===== src/scdp_defs.vh =====
`ifndef SCDP_DEFS_VH
`define SCDP_DEFS_VH

// ********************************
// register byte offsets
// ********************************
`define SCDP_OFS_ROUTE   8'hA8
`define SCDP_OFS_PWRREQ  8'hAC
`define SCDP_OFS_PDIS    8'hB0
`define SCDP_OFS_SUSP    8'hB4
`define SCDP_OFS_PROT    8'hB8
`define SCDP_OFS_DMACTL  8'hE0
`define SCDP_OFS_STATUS  8'hE4

// ********************************
// reset values
// ********************************
`define SCDP_RST_ROUTE   32'h0000_0000
`define SCDP_RST_PDIS    32'h0000_0000
`define SCDP_RST_SUSP    32'h0000_0020
`define SCDP_RST_PROT    32'h0000_8001
`define SCDP_RST_DMACTL  32'h0000_0000

// ********************************
// writable bit masks
// ********************************
`define SCDP_MSK_ROUTE   32'h0005_FFFF
`define SCDP_MSK_PDIS    32'h0000_001F
`define SCDP_MSK_SUSP    32'h0000_003F
`define SCDP_MSK_PROT    32'h0100_C001
`define SCDP_MSK_DMACTL  32'h0000_FFFF

// ********************************
// field positions
// ********************************
`define SCDP_BIT_SLEEP    1
`define SCDP_BIT_STOP     2
`define SCDP_BIT_OTSLEEP  0
`define SCDP_BIT_OTWINH   14
`define SCDP_BIT_XWINH    15
`define SCDP_BIT_BRSD     24
`define SCDP_BIT_BUS0     16
`define SCDP_BIT_BUS1     18
`define SCDP_POS_S0RX     0
`define SCDP_POS_S0TX     2
`define SCDP_POS_S1RX     4
`define SCDP_POS_S1TX     6
`define SCDP_POS_A0RX     8
`define SCDP_POS_A0TX     10
`define SCDP_POS_A1RX     12
`define SCDP_POS_A1TX     14

// ********************************
// route codes
// ********************************
`define SCDP_CODE_LO     2'h1
`define SCDP_CODE_HI     2'h2

`endif


===== src/scdp_regs.v =====
`timescale 1ns/1ps
`include "scdp_defs.vh"

// Functional notes
// - sync0 rx, async0 tx: 01->ch1, 10->ch3
// - sync0 tx, async0 rx: 01->ch0, 10->ch2
// - sync1 rx, async1 tx: 01->ch5, 10->ch7
// - sync1 tx, async1 rx: 01->ch4, 10->ch6
// - bus message lines: bit16->ch0, bit18->ch1
// - sleep request bit self-clears, zero ignored
// - stop request bit self-clears
// - five disable bits switch peripherals off
// - six debug freeze bits, watchdog set
// - overheat sleep only when enabled
// - heat warning shutdown unless inhibited
// - crystal monitor shutdown unless inhibited
// - bridge off on any live shutdown when enabled
// - endless enables in bits 0..7
// - pending irq enables from bit 8
// - irq enables up to 15, upper reserved
module scdp_regs #(
  parameter NCH = 8
) (
  // clock and reset
  input  wire             mclk_i,
  input  wire             rst_b_i,
  // avalon-mm slave
  input  wire [7:0]       avs_address_i,
  input  wire             avs_read_i,
  input  wire             avs_write_i,
  input  wire [31:0]      avs_writedata_i,
  input  wire [3:0]       avs_byteenable_i,
  output reg  [31:0]      avs_readdata_o,
  output wire             avs_waitrequest_o,
  output reg  [1:0]       avs_response_o,
  // peripheral dma requests
  input  wire             sync0_rx_req_i,
  input  wire             sync0_tx_req_i,
  input  wire             sync1_rx_req_i,
  input  wire             sync1_tx_req_i,
  input  wire             async0_rx_req_i,
  input  wire             async0_tx_req_i,
  input  wire             async1_rx_req_i,
  input  wire             async1_tx_req_i,
  input  wire             bus_msg_line0_req_i,
  input  wire             bus_msg_line1_req_i,
  output reg  [NCH-1:0]   dma_req_o,
  // dma channel control
  input  wire [NCH-1:0]   dma_done_i,
  input  wire [NCH-1:0]   dma_pending_i,
  output reg  [NCH-1:0]   dma_reload_o,
  output wire [NCH-1:0]   dma_pending_irq_o,
  // power and protection
  input  wire             system_overheat_i,
  input  wire             heat_warning_i,
  input  wire             crystal_monitor_fail_i,
  input  wire             debug_halt_request_i,
  output reg              sleep_entry_o,
  output reg              stop_entry_o,
  output reg              periph_shutdown_o,
  output reg              bridge_driver_off_o,
  // peripheral management
  output wire             sync0_off_o,
  output wire             sync1_off_o,
  output wire             timer_a_off_o,
  output wire             timer_b_off_o,
  output wire             gp_timer_unit_off_o,
  output reg  [5:0]       freeze_o
);

  // ********************************
  // registers
  // ********************************
  reg  [31:0] route_q;
  reg  [31:0] pdis_q;
  reg  [31:0] susp_q;
  reg  [31:0] prot_q;
  reg  [31:0] dmactl_q;
  reg  [2:1]  pwrreq_q;
  reg         rd_done_q;
  reg  [31:0] rd_data_d;
  reg         rd_hit_d;
  wire [31:0] be_mask;
  wire        wr_en;
  wire        shut_live;
  integer     k;

  // 2-bit route decode, shared by all the serial fields
  function [NCH-1:0] scdp_route;
    input [1:0] code;
    input integer ch_lo;
    input integer ch_hi;
    begin
      scdp_route = {NCH{1'b0}};
      if (code == `SCDP_CODE_LO) begin
        scdp_route[ch_lo] = 1'b1;
      end else if (code == `SCDP_CODE_HI) begin
        scdp_route[ch_hi] = 1'b1;
      end
    end
  endfunction

  function [31:0] scdp_merge;
    input [31:0] old;
    input [31:0] wdat;
    input [31:0] bmask;
    input [31:0] wmask;
    begin
      scdp_merge = ((old & ~bmask) | (wdat & bmask)) & wmask;
    end
  endfunction

  // ********************************
  // bus slave
  // ********************************
  // writes land in one cycle; reads wait one cycle so data comes from a flop
  assign be_mask = {{8{avs_byteenable_i[3]}}, {8{avs_byteenable_i[2]}},
                    {8{avs_byteenable_i[1]}}, {8{avs_byteenable_i[0]}}};
  assign wr_en   = avs_write_i & ~avs_read_i;
  assign avs_waitrequest_o = avs_read_i & ~rd_done_q;

  always @* begin
    rd_hit_d  = 1'b1;
    rd_data_d = 32'h0000_0000;
    case (avs_address_i)
      `SCDP_OFS_ROUTE:  rd_data_d = route_q;
      `SCDP_OFS_PWRREQ: rd_data_d = 32'h0000_0000;
      `SCDP_OFS_PDIS:   rd_data_d = pdis_q;
      `SCDP_OFS_SUSP:   rd_data_d = susp_q;
      `SCDP_OFS_PROT:   rd_data_d = prot_q;
      `SCDP_OFS_DMACTL: rd_data_d = dmactl_q;
      `SCDP_OFS_STATUS: rd_data_d = {22'h0, periph_shutdown_o, bridge_driver_off_o,
                                     dma_pending_i};
      default:          rd_hit_d  = 1'b0;
    endcase
  end

  always @(posedge mclk_i) begin
    if (!rst_b_i) begin
      rd_done_q      <= 1'b0;
      avs_readdata_o <= 32'h0000_0000;
      avs_response_o <= 2'h0;
    end else begin
      rd_done_q <= avs_read_i & ~rd_done_q;
      if (avs_read_i & ~rd_done_q) begin
        avs_readdata_o <= rd_data_d;
        avs_response_o <= rd_hit_d ? 2'h0 : 2'h3;
      end else if (wr_en) begin
        avs_response_o <= rd_hit_d ? 2'h0 : 2'h3;
      end
    end
  end

  // ********************************
  // register writes
  // ********************************
  always @(posedge mclk_i) begin
    if (!rst_b_i) begin
      route_q  <= `SCDP_RST_ROUTE;
      pdis_q   <= `SCDP_RST_PDIS;
      susp_q   <= `SCDP_RST_SUSP;
      prot_q   <= `SCDP_RST_PROT;
      dmactl_q <= `SCDP_RST_DMACTL;
      pwrreq_q <= 2'b00;
    end else begin
      // request lasts one cycle then clears
      pwrreq_q <= 2'b00;
      if (wr_en) begin
        case (avs_address_i)
          `SCDP_OFS_ROUTE:
            route_q <= scdp_merge(route_q, avs_writedata_i, be_mask, `SCDP_MSK_ROUTE);
          `SCDP_OFS_PWRREQ: begin
            if (avs_byteenable_i[0]) begin
              pwrreq_q[1] <= avs_writedata_i[`SCDP_BIT_SLEEP];
              pwrreq_q[2] <= avs_writedata_i[`SCDP_BIT_STOP];
            end
          end
          `SCDP_OFS_PDIS:
            pdis_q <= scdp_merge(pdis_q, avs_writedata_i, be_mask, `SCDP_MSK_PDIS);
          `SCDP_OFS_SUSP:
            susp_q <= scdp_merge(susp_q, avs_writedata_i, be_mask, `SCDP_MSK_SUSP);
          `SCDP_OFS_PROT:
            prot_q <= scdp_merge(prot_q, avs_writedata_i, be_mask, `SCDP_MSK_PROT);
          `SCDP_OFS_DMACTL:
            dmactl_q <= scdp_merge(dmactl_q, avs_writedata_i, be_mask, `SCDP_MSK_DMACTL);
          default: ;
        endcase
      end
    end
  end

  // ********************************
  // dma request routing
  // ********************************
  always @* begin
    dma_req_o = {NCH{1'b0}};
    dma_req_o = dma_req_o
      | (scdp_route(route_q[`SCDP_POS_S0RX+:2], 1, 3) & {NCH{sync0_rx_req_i}})
      | (scdp_route(route_q[`SCDP_POS_A0TX+:2], 1, 3) & {NCH{async0_tx_req_i}});
    dma_req_o = dma_req_o
      | (scdp_route(route_q[`SCDP_POS_S0TX+:2], 0, 2) & {NCH{sync0_tx_req_i}})
      | (scdp_route(route_q[`SCDP_POS_A0RX+:2], 0, 2) & {NCH{async0_rx_req_i}});
    dma_req_o = dma_req_o
      | (scdp_route(route_q[`SCDP_POS_S1RX+:2], 5, 7) & {NCH{sync1_rx_req_i}})
      | (scdp_route(route_q[`SCDP_POS_A1TX+:2], 5, 7) & {NCH{async1_tx_req_i}});
    dma_req_o = dma_req_o
      | (scdp_route(route_q[`SCDP_POS_S1TX+:2], 4, 6) & {NCH{sync1_tx_req_i}})
      | (scdp_route(route_q[`SCDP_POS_A1RX+:2], 4, 6) & {NCH{async1_rx_req_i}});
    dma_req_o[0] = dma_req_o[0] | (route_q[`SCDP_BIT_BUS0] & bus_msg_line0_req_i);
    dma_req_o[1] = dma_req_o[1] | (route_q[`SCDP_BIT_BUS1] & bus_msg_line1_req_i);
  end

  // ********************************
  // dma channel control
  // ********************************
  genvar g;
  generate
    for (g = 0; g < NCH; g = g + 1) begin : g_chan
      assign dma_pending_irq_o[g] = dmactl_q[NCH+g] & dma_pending_i[g];
    end
  endgenerate

  // reload is a registered pulse one cycle after the channel's done pulse
  always @(posedge mclk_i) begin
    if (!rst_b_i) begin
      dma_reload_o <= {NCH{1'b0}};
    end else begin
      for (k = 0; k < NCH; k = k + 1) begin
        dma_reload_o[k] <= dmactl_q[k] & dma_done_i[k];
      end
    end
  end

  // ********************************
  // power and protection
  // ********************************
  // shutdown sources gated
  assign shut_live = (heat_warning_i & ~prot_q[`SCDP_BIT_OTWINH])
                   | (crystal_monitor_fail_i & ~prot_q[`SCDP_BIT_XWINH]);

  always @(posedge mclk_i) begin
    if (!rst_b_i) begin
      sleep_entry_o       <= 1'b0;
      stop_entry_o        <= 1'b0;
      periph_shutdown_o   <= 1'b0;
      bridge_driver_off_o <= 1'b0;
      freeze_o            <= 6'h00;
    end else begin
      sleep_entry_o <= pwrreq_q[1]
                     | (system_overheat_i & prot_q[`SCDP_BIT_OTSLEEP]);
      stop_entry_o      <= pwrreq_q[2];
      periph_shutdown_o <= shut_live;
      bridge_driver_off_o <= shut_live & prot_q[`SCDP_BIT_BRSD];
      freeze_o <= susp_q[5:0] & {6{debug_halt_request_i}};
    end
  end

  assign sync0_off_o         = pdis_q[0];
  assign sync1_off_o         = pdis_q[1];
  assign timer_a_off_o       = pdis_q[2];
  assign timer_b_off_o       = pdis_q[3];
  assign gp_timer_unit_off_o = pdis_q[4];

endmodule // scdp_regs


===== config.mk =====
export PLATFORM = sky130hd
export DESIGN_NAME = scdp_regs
export DESIGN_NICKNAME = d
export VERILOG_FILES = /design/src/scdp_regs.v
export VERILOG_INCLUDE_DIRS = /design/src
export SDC_FILE = /design/constraint.sdc
export NUM_CORES = 1
export LEC_CHECK = 0
export CORE_MARGIN = 2
export CORE_UTILIZATION = 24
export CTS_CLUSTER_SIZE = 14
export DETAILED_ROUTE_END_ITERATION = 8
export DONT_BUFFER_PORTS = 1
export PLACE_DENSITY_LB_ADDON = 0.08
export SLEW_MARGIN = 20
export SYNTH_ARGS = -nofsm -noshare
export SYNTH_HDL_FRONTEND = slang
export SYNTH_SLANG_ARGS = --single-unit

===== constraint.sdc =====
create_clock -name mclk_i -period 1.6 [get_ports mclk_i]
set_input_delay 0.08 -clock mclk_i [delete_from_list [all_inputs] [get_ports mclk_i]]
set_output_delay 0.08 -clock mclk_i [all_outputs]
set_load 0.03 [all_outputs]

==> parameters.txt, run 1 <==
Parameter                              Value

Status
  Result of the run ... complete, no violations

Logic synthesis
  Netlist area before placement ... 0.00398 mm2
  Top area cells in the synthesized netlist ... dfxtp_1, mux2i_1, nor2_1, nand2_1, a22o_1
  Simple-Gate Fraction of Synth Area ... 0.232
  Adder and majority cell fraction of the synthesized area ... 0
  Share of Yosys cell area claimed by the top area cell type ... 0.452
  Syn Inst Count ... 422
  Cell with the most instances after synthesis ... dfxtp_1
  Main combinational cell family by area after synthesis ... simple AND/OR/NAND/NOR gates
  Number of flops mapped to enable cells by yosys ... 0
  #FFs+latches synth ... 90
  Syn. warnings ... 0
  Share of synthesized area occupied by flip-flops and latches ... 0.452
  Most used flip-flop cell after synthesis ... dfxtp_1
  Post-Synthesis Mean Instance Area ... 9.44 um2
  List of most frequent post-synthesis cells ... dfxtp_1, nor2_1, mux2i_1
  Largest area contributor in the synthesized netlist ... dfxtp_1
  Xor/xnor share of the synthesized area ... 0
  Cell variety after synth ... 45
  Proportion of synthesized area in mux cells ... 0.142
  Synth async-reset ratio ... 0
  Synth Area in Compound Gates ... 0.111

Setup path
  Critical Path Fanout Max ... 14
  Cell family with the largest share of critical-path delay ... simple AND/OR/NAND/NOR gates
  Arrival time of the worst setup path ... 1.70 ns
  Data required time of the worst path ... 1.88 ns
  Type of destination of the critical path ... flip-flop
  Largest stage delay on the critical path ... 0.56 ns
  CP startpoint kind ... input pin
  Library cell contributing the largest single delay on the critical path ... dlygate4sd3_1
  Cells along the critical path ... or2_2 -> nor3_1 -> buf_4 -> nand4_1 -> dlygate4sd3_1 -> a21oi_1
  Kind of critical path ... input pin to flip-flop
  CP bufs+invs ... 2

Pwr
  Pwr Density ... 954 mW/mm2
  Peak ir drop on the vdd network ... 0.502 mV
  LEAKAGE ... 0.00194 uW

Route
  Remaining antenna violation count ... 0
  Detailed-route vias per instance ... 4.60
  Vias ... 3248
  Pre-antenna DRT Iters ... 5
  Wirelength, routed ... 13900 um
  Routed wire per std cell ... 19.7 um
  DRC marker count from the first detailed-route iteration ... 223
  Post-route DRC violation count ... 0

Placed design
  Final Wtd Congestion ... 0.758
  Port-buffer cells ... 0
  HPWL Detailed ... 10400 um
  Placed inst area ... 0.00442 mm2

Global route
  Global-route usage over all layers ... 0.160
  Maximum number of pins on one net before global-route repair ... 29
  First-pass GRT wire length ... 21100 um
  Remaining global-route overflow ... 0
  Number of global-route vias before repair ... 3373
  Number of antenna violations at the first check in global routing ... 0

Timing
  Shortest period the worst path allows ... 1.42 ns
  Number of hold violations in the final report ... 0
  Final Setup Violations ... 0
  F_max ... 702 MHz
  Rel. slew slack ... 0.371
  Worst slew pin tran ... 0.941 ns
  RSZ-0062 raised after global routing ... false
  Clk_skew ... 0.00961 ns
  Ratio of final minimum period to clock period ... 0.890
  Setup Total Neg Slack ... 0 ns
  Final Slew Violations ... 0

CTS
  Clock buffer depth ... 2
  Worst-skew pair later-pin latency ... 0.35 ns
  CTS-repair resized insts ... 0
  CTS Buf Count ... 9
  Number of H-tree levels ... 3
  CTS root buffer ... clkbuf_16
  Clock sink count ... 90
  Clk slew on worst S/H paths ... 0.06 ns
  CTS tree ... built

Hold path
  Class of the most critical hold timing path ... input pin to flip-flop

Cells and area
  Final Net Count ... 559
  Fin area ... 0.00507 mm2
  Share of post-route cells with drive strength above 1 ... 0.138
  Number of filler cells placed in the layout ... 1740
  Antenna diode count ... 0
  Area growth from synthesis to layout ... 27.4%

Die
  Core area ... 0.0164 mm2
  I/O Pins ... 152
  Std-Cell Rows ... 47
  Die Span X ... 133 um
  Height of the die ... 133 um
  Die area ... 0.0176 mm2
  Initial Util ... 0.243

Flow run
  Max Cap Viol ... 0
-- kinds of logic (layout without fill, tap and decap cells) --
logic type      Yosys count  after routing
compound gates           63             63
flops                    90             90
buf+inv                  44             96
other cells               1             13
simple gates            168            168
mux                      56             56
-- worst reg2reg max path: cells and delay by family, from the launching register on --
kind	cells	cell delay, ns
compound gates	1	0.07
simple gates	3	0.51
buf+inv	2	0.35
flops	1	0.31
-- per-layer routing --
layer	wire (um)	track usage	vias up
met5	0	0	-
met4	151	0.0376	0
met3	1000	0.0533	11
li1	-	-	1600
met2	6620	0.264	92
met1	6160	0.202	1545
-- report_power, final --
group | leakage [uW] | internal [uW] | switching (uW) | total (uW)
combinational | 0.00106 | 124 | 199 | 323
sequential | 0.000726 | 2250 | 17.2 | 2270
clock | 0.000159 | 1340 | 910 | 2250
total | 0.00194 | 3710 | 1130 | 4840
-- worst paths after layout --
check,from,endpoint,slack (ns),depth (start not counted)
min reg2reg,pwrreq_q[1],sleep_entry_o,0.46,2
max,avs_address_i[1],flip-flop,0.18,6
min,rst_b_i,rd_done_q,0.07,3
max reg2reg,rd_done_q,avs_readdata_o[4],0.27,6
-- repair_timing --
action / in CTS / in global routing
endpoints found under the hold margin: 71 / 0
hold buffers: 34 / 0
setup buffers: 0 / 0
-- stage by stage --
| stage | cells | hold slack (ns) | total power [uW] | setup WS, ns | util |
|---|---|---|---|---|---|
| floorplan | 434 | 0.192 | 2540 | 0.0548 | - |
| global placement | 656 | 0.148 | 2550 | -0.00139 | 0.269 |
| detailed placement | 656 | 0.152 | 2550 | -0.00124 | 0.269 |
| CTS | 706 | 0.0397 | 4930 | 0.162 | 0.309 |
| global route | 706 | 0.0715 | 5030 | 0.0698 | 0.309 |
| finish | 706 | 0.0665 | 4840 | 0.176 | 0.309 |
-- placed cells by master, fill, tap and decap left out, drive strengths merged, types with 13 or more instances in the layout --
master	synthesis	routed
dfxtp	90	90
nor2	54	54
mux2i	52	52
buf	22	36
dlygate4sd3	0	34
nand2	33	33
and3	16	16
o21ai	15	15
a22o	14	14
conb	1	13
-- final cells by class --
| class | count | area (um2) | share of cell area |
|---|---|---|---|
| Clock buffer | 12 | 267 | 0.0525 |
| Clock inverter | 4 | 48.8 | 0.00962 |
| Inverter | 10 | 37.5 | 0.00740 |
| Multi-Input combinational cell | 300 | 1980 | 0.391 |
| Sequential cell | 90 | 1800 | 0.355 |
| Tap cell | 220 | 275 | 0.0543 |
| Timing Repair Buffer | 70 | 661 | 0.130 |
Note: power is estimated with default switching activity, not from simulation.
==> run 2: changes to the inputs <==
--- a/config.mk
+++ b/config.mk
@@ -6,6 +6,8 @@
 export SDC_FILE = /design/constraint.sdc
 export NUM_CORES = 1
 export LEC_CHECK = 0
+export CELL_PAD_IN_SITES_DETAIL_PLACEMENT = 0
+export CELL_PAD_IN_SITES_GLOBAL_PLACEMENT = 1
 export CORE_MARGIN = 2
 export CORE_UTILIZATION = 24
 export CTS_CLUSTER_SIZE = 14
==> parameters.txt, run 2 (synthesis results as in run 1) <==
Parameter                              Value

Status
  Result of the run ... complete, no violations

Pwr
  LEAKAGE ... 0.00201 uW
  Peak ir drop on the vdd network ... 0.523 mV
  Pwr Density ... 929 mW/mm2

Setup path
  Kind of critical path ... input pin to flip-flop
  Largest stage delay on the critical path ... 0.55 ns
  Critical Path Fanout Max ... 7
  Library cell contributing the largest single delay on the critical path ... dlygate4sd3_1
  CP startpoint kind ... input pin
  Cells along the critical path ... nand3b_1 -> nor4_2 -> buf_4 -> mux2i_1 -> nand2_1 -> dlygate4sd3_1
  Arrival time of the worst setup path ... 1.75 ns
  Type of destination of the critical path ... flip-flop
  Data required time of the worst path ... 1.84 ns

Timing
  Clk_skew ... 0.00407 ns
  Shortest period the worst path allows ... 1.50 ns
  Number of hold violations in the final report ... 0
  Final Slew Violations ... 0
  RSZ-0062 raised after global routing ... false
  Setup Total Neg Slack ... 0 ns
  Final Setup Violations ... 0
  Worst slew pin tran ... 0.642 ns
  F_max ... 666 MHz
  Ratio of final minimum period to clock period ... 0.939
  Rel. slew slack ... 0.571

Route
  Routed wire per std cell ... 19.9 um
  DRC marker count from the first detailed-route iteration ... 230
  Pre-antenna DRT Iters ... 4
  Wirelength, routed ... 14300 um
  Detailed-route vias per instance ... 4.64
  Post-route DRC violation count ... 0
  Vias ... 3343
  Remaining antenna violation count ... 0

Cells and area
  Share of post-route cells with drive strength above 1 ... 0.142
  Final cell count without fillers ... 721
  Antenna diode count ... 0
  Most frequent cells in the layout ... dfxtp_1, nor2_1, mux2i_1
  Final Net Count ... 574
  Most common library cell in the layout ignoring fill and taps ... dfxtp_1
  Area growth from synthesis to layout ... 30.4%

CTS
  Clk slew on worst S/H paths ... 0.07 ns
  Post-CTS Setup Bufs ... 0
  CTS Buf Count ... 9
  Number of H-tree levels ... 3
  Clock buffer depth ... 2
  Worst-skew pair later-pin latency ... 0.35 ns
  CTS tree ... built
  CTS root buffer ... clkbuf_16
  Clock sink count ... 90

Die
  Die area ... 0.0176 mm2
  Die Span X ... 133 um
  Core area ... 0.0164 mm2
  I/O Pins ... 152
  Initial Util ... 0.243
  Height of the die ... 133 um
  Std-Cell Rows ... 47

Global route
  Global-route usage over all layers ... 0.168
  Number of global-route vias before repair ... 3393
  Maximum number of pins on one net before global-route repair ... 32
  First-pass GRT wire length ... 21600 um
  Remaining global-route overflow ... 0
  Number of antenna violations at the first check in global routing ... 0

Flow run
  Max Cap Viol ... 0

Placed design
  Port-buffer cells ... 0
  HPWL Detailed ... 10600 um
  Final Wtd Congestion ... 0.772
  Inst Count DP ... 659

Hold path
  Class of the most critical hold timing path ... input pin to flip-flop
## run 2: cell types whose count changed in the layout (fill, tap and decap cells not counted), sizes merged
cell and change:
buf +3, clkbuf -1, dlygate4sd3 +12, inv +1
## run 2: metal layers
layer  routed length [um]  vias to the layer above  track usage
met3                  938                       14       0.0563
met1                 6450                     1594        0.217
met4                  290                        0       0.0621
met2                 6670                      103        0.260
met5                    0                        -            0
li1                     -                     1632            -
## run 2: power by group
part | leakage, uW | internal [uW] | total [uW] | switching, uW
registers | 0.000726 | 2250 | 2270 | 17.1
logic | 0.00113 | 131 | 328 | 197
clock network | 0.000150 | 1260 | 2230 | 967
## run 2: area by class of cell
class / count / area (um2)
clock buffers: 11 / 243
clock inverters: 5 / 61.3
fillers: 1765 / 11200
inverters: 10 / 37.5
multi-input cells: 300 / 2000
flip-flops and latches: 90 / 1800
well taps: 220 / 275
repair buffers: 85 / 778
## run 2: worst max-delay path: cells and delay by family
family                 cells  cell delay (ns)
buffers and inverters      2             0.73
multiplexers               1             0.17
AND/OR/NAND/NOR            3             0.76
## run 2: timing repair
action	4_1_cts	5_1_grt
gates resized for setup	0	3
hold buffers	46	0
endpoints found under the hold margin	71	0
endpoints found under the setup margin	0	3
## run 2: worst paths after layout
check	slack, ns	endpoint	cells past startpoint	from
setup / recovery	0.1	flip-flop	6	avs_read_i
hold / removal	0.06	avs_readdata_o[6]	3	dma_pending_i[6]
setup reg to reg	0.29	avs_readdata_o[1]	6	rd_done_q
hold reg to reg	0.46	sleep_entry_o	2	pwrreq_q[1]
## run 2: through the flow
step                      hold slack, ns  worst slack (ns)  total power, uW  area, um2  utilization
after floorplan                    0.192            0.0548             2540       4030            -
after global placement             0.149            0.0268             2550       4410        0.269
after detailed placement           0.149            0.0197             2550       4410        0.269
after CTS                         0.0477            0.0764             4900       5180        0.316
after global routing              0.0757            0.0149             5020       5190        0.316
final                             0.0619            0.0978             4830       5190        0.316
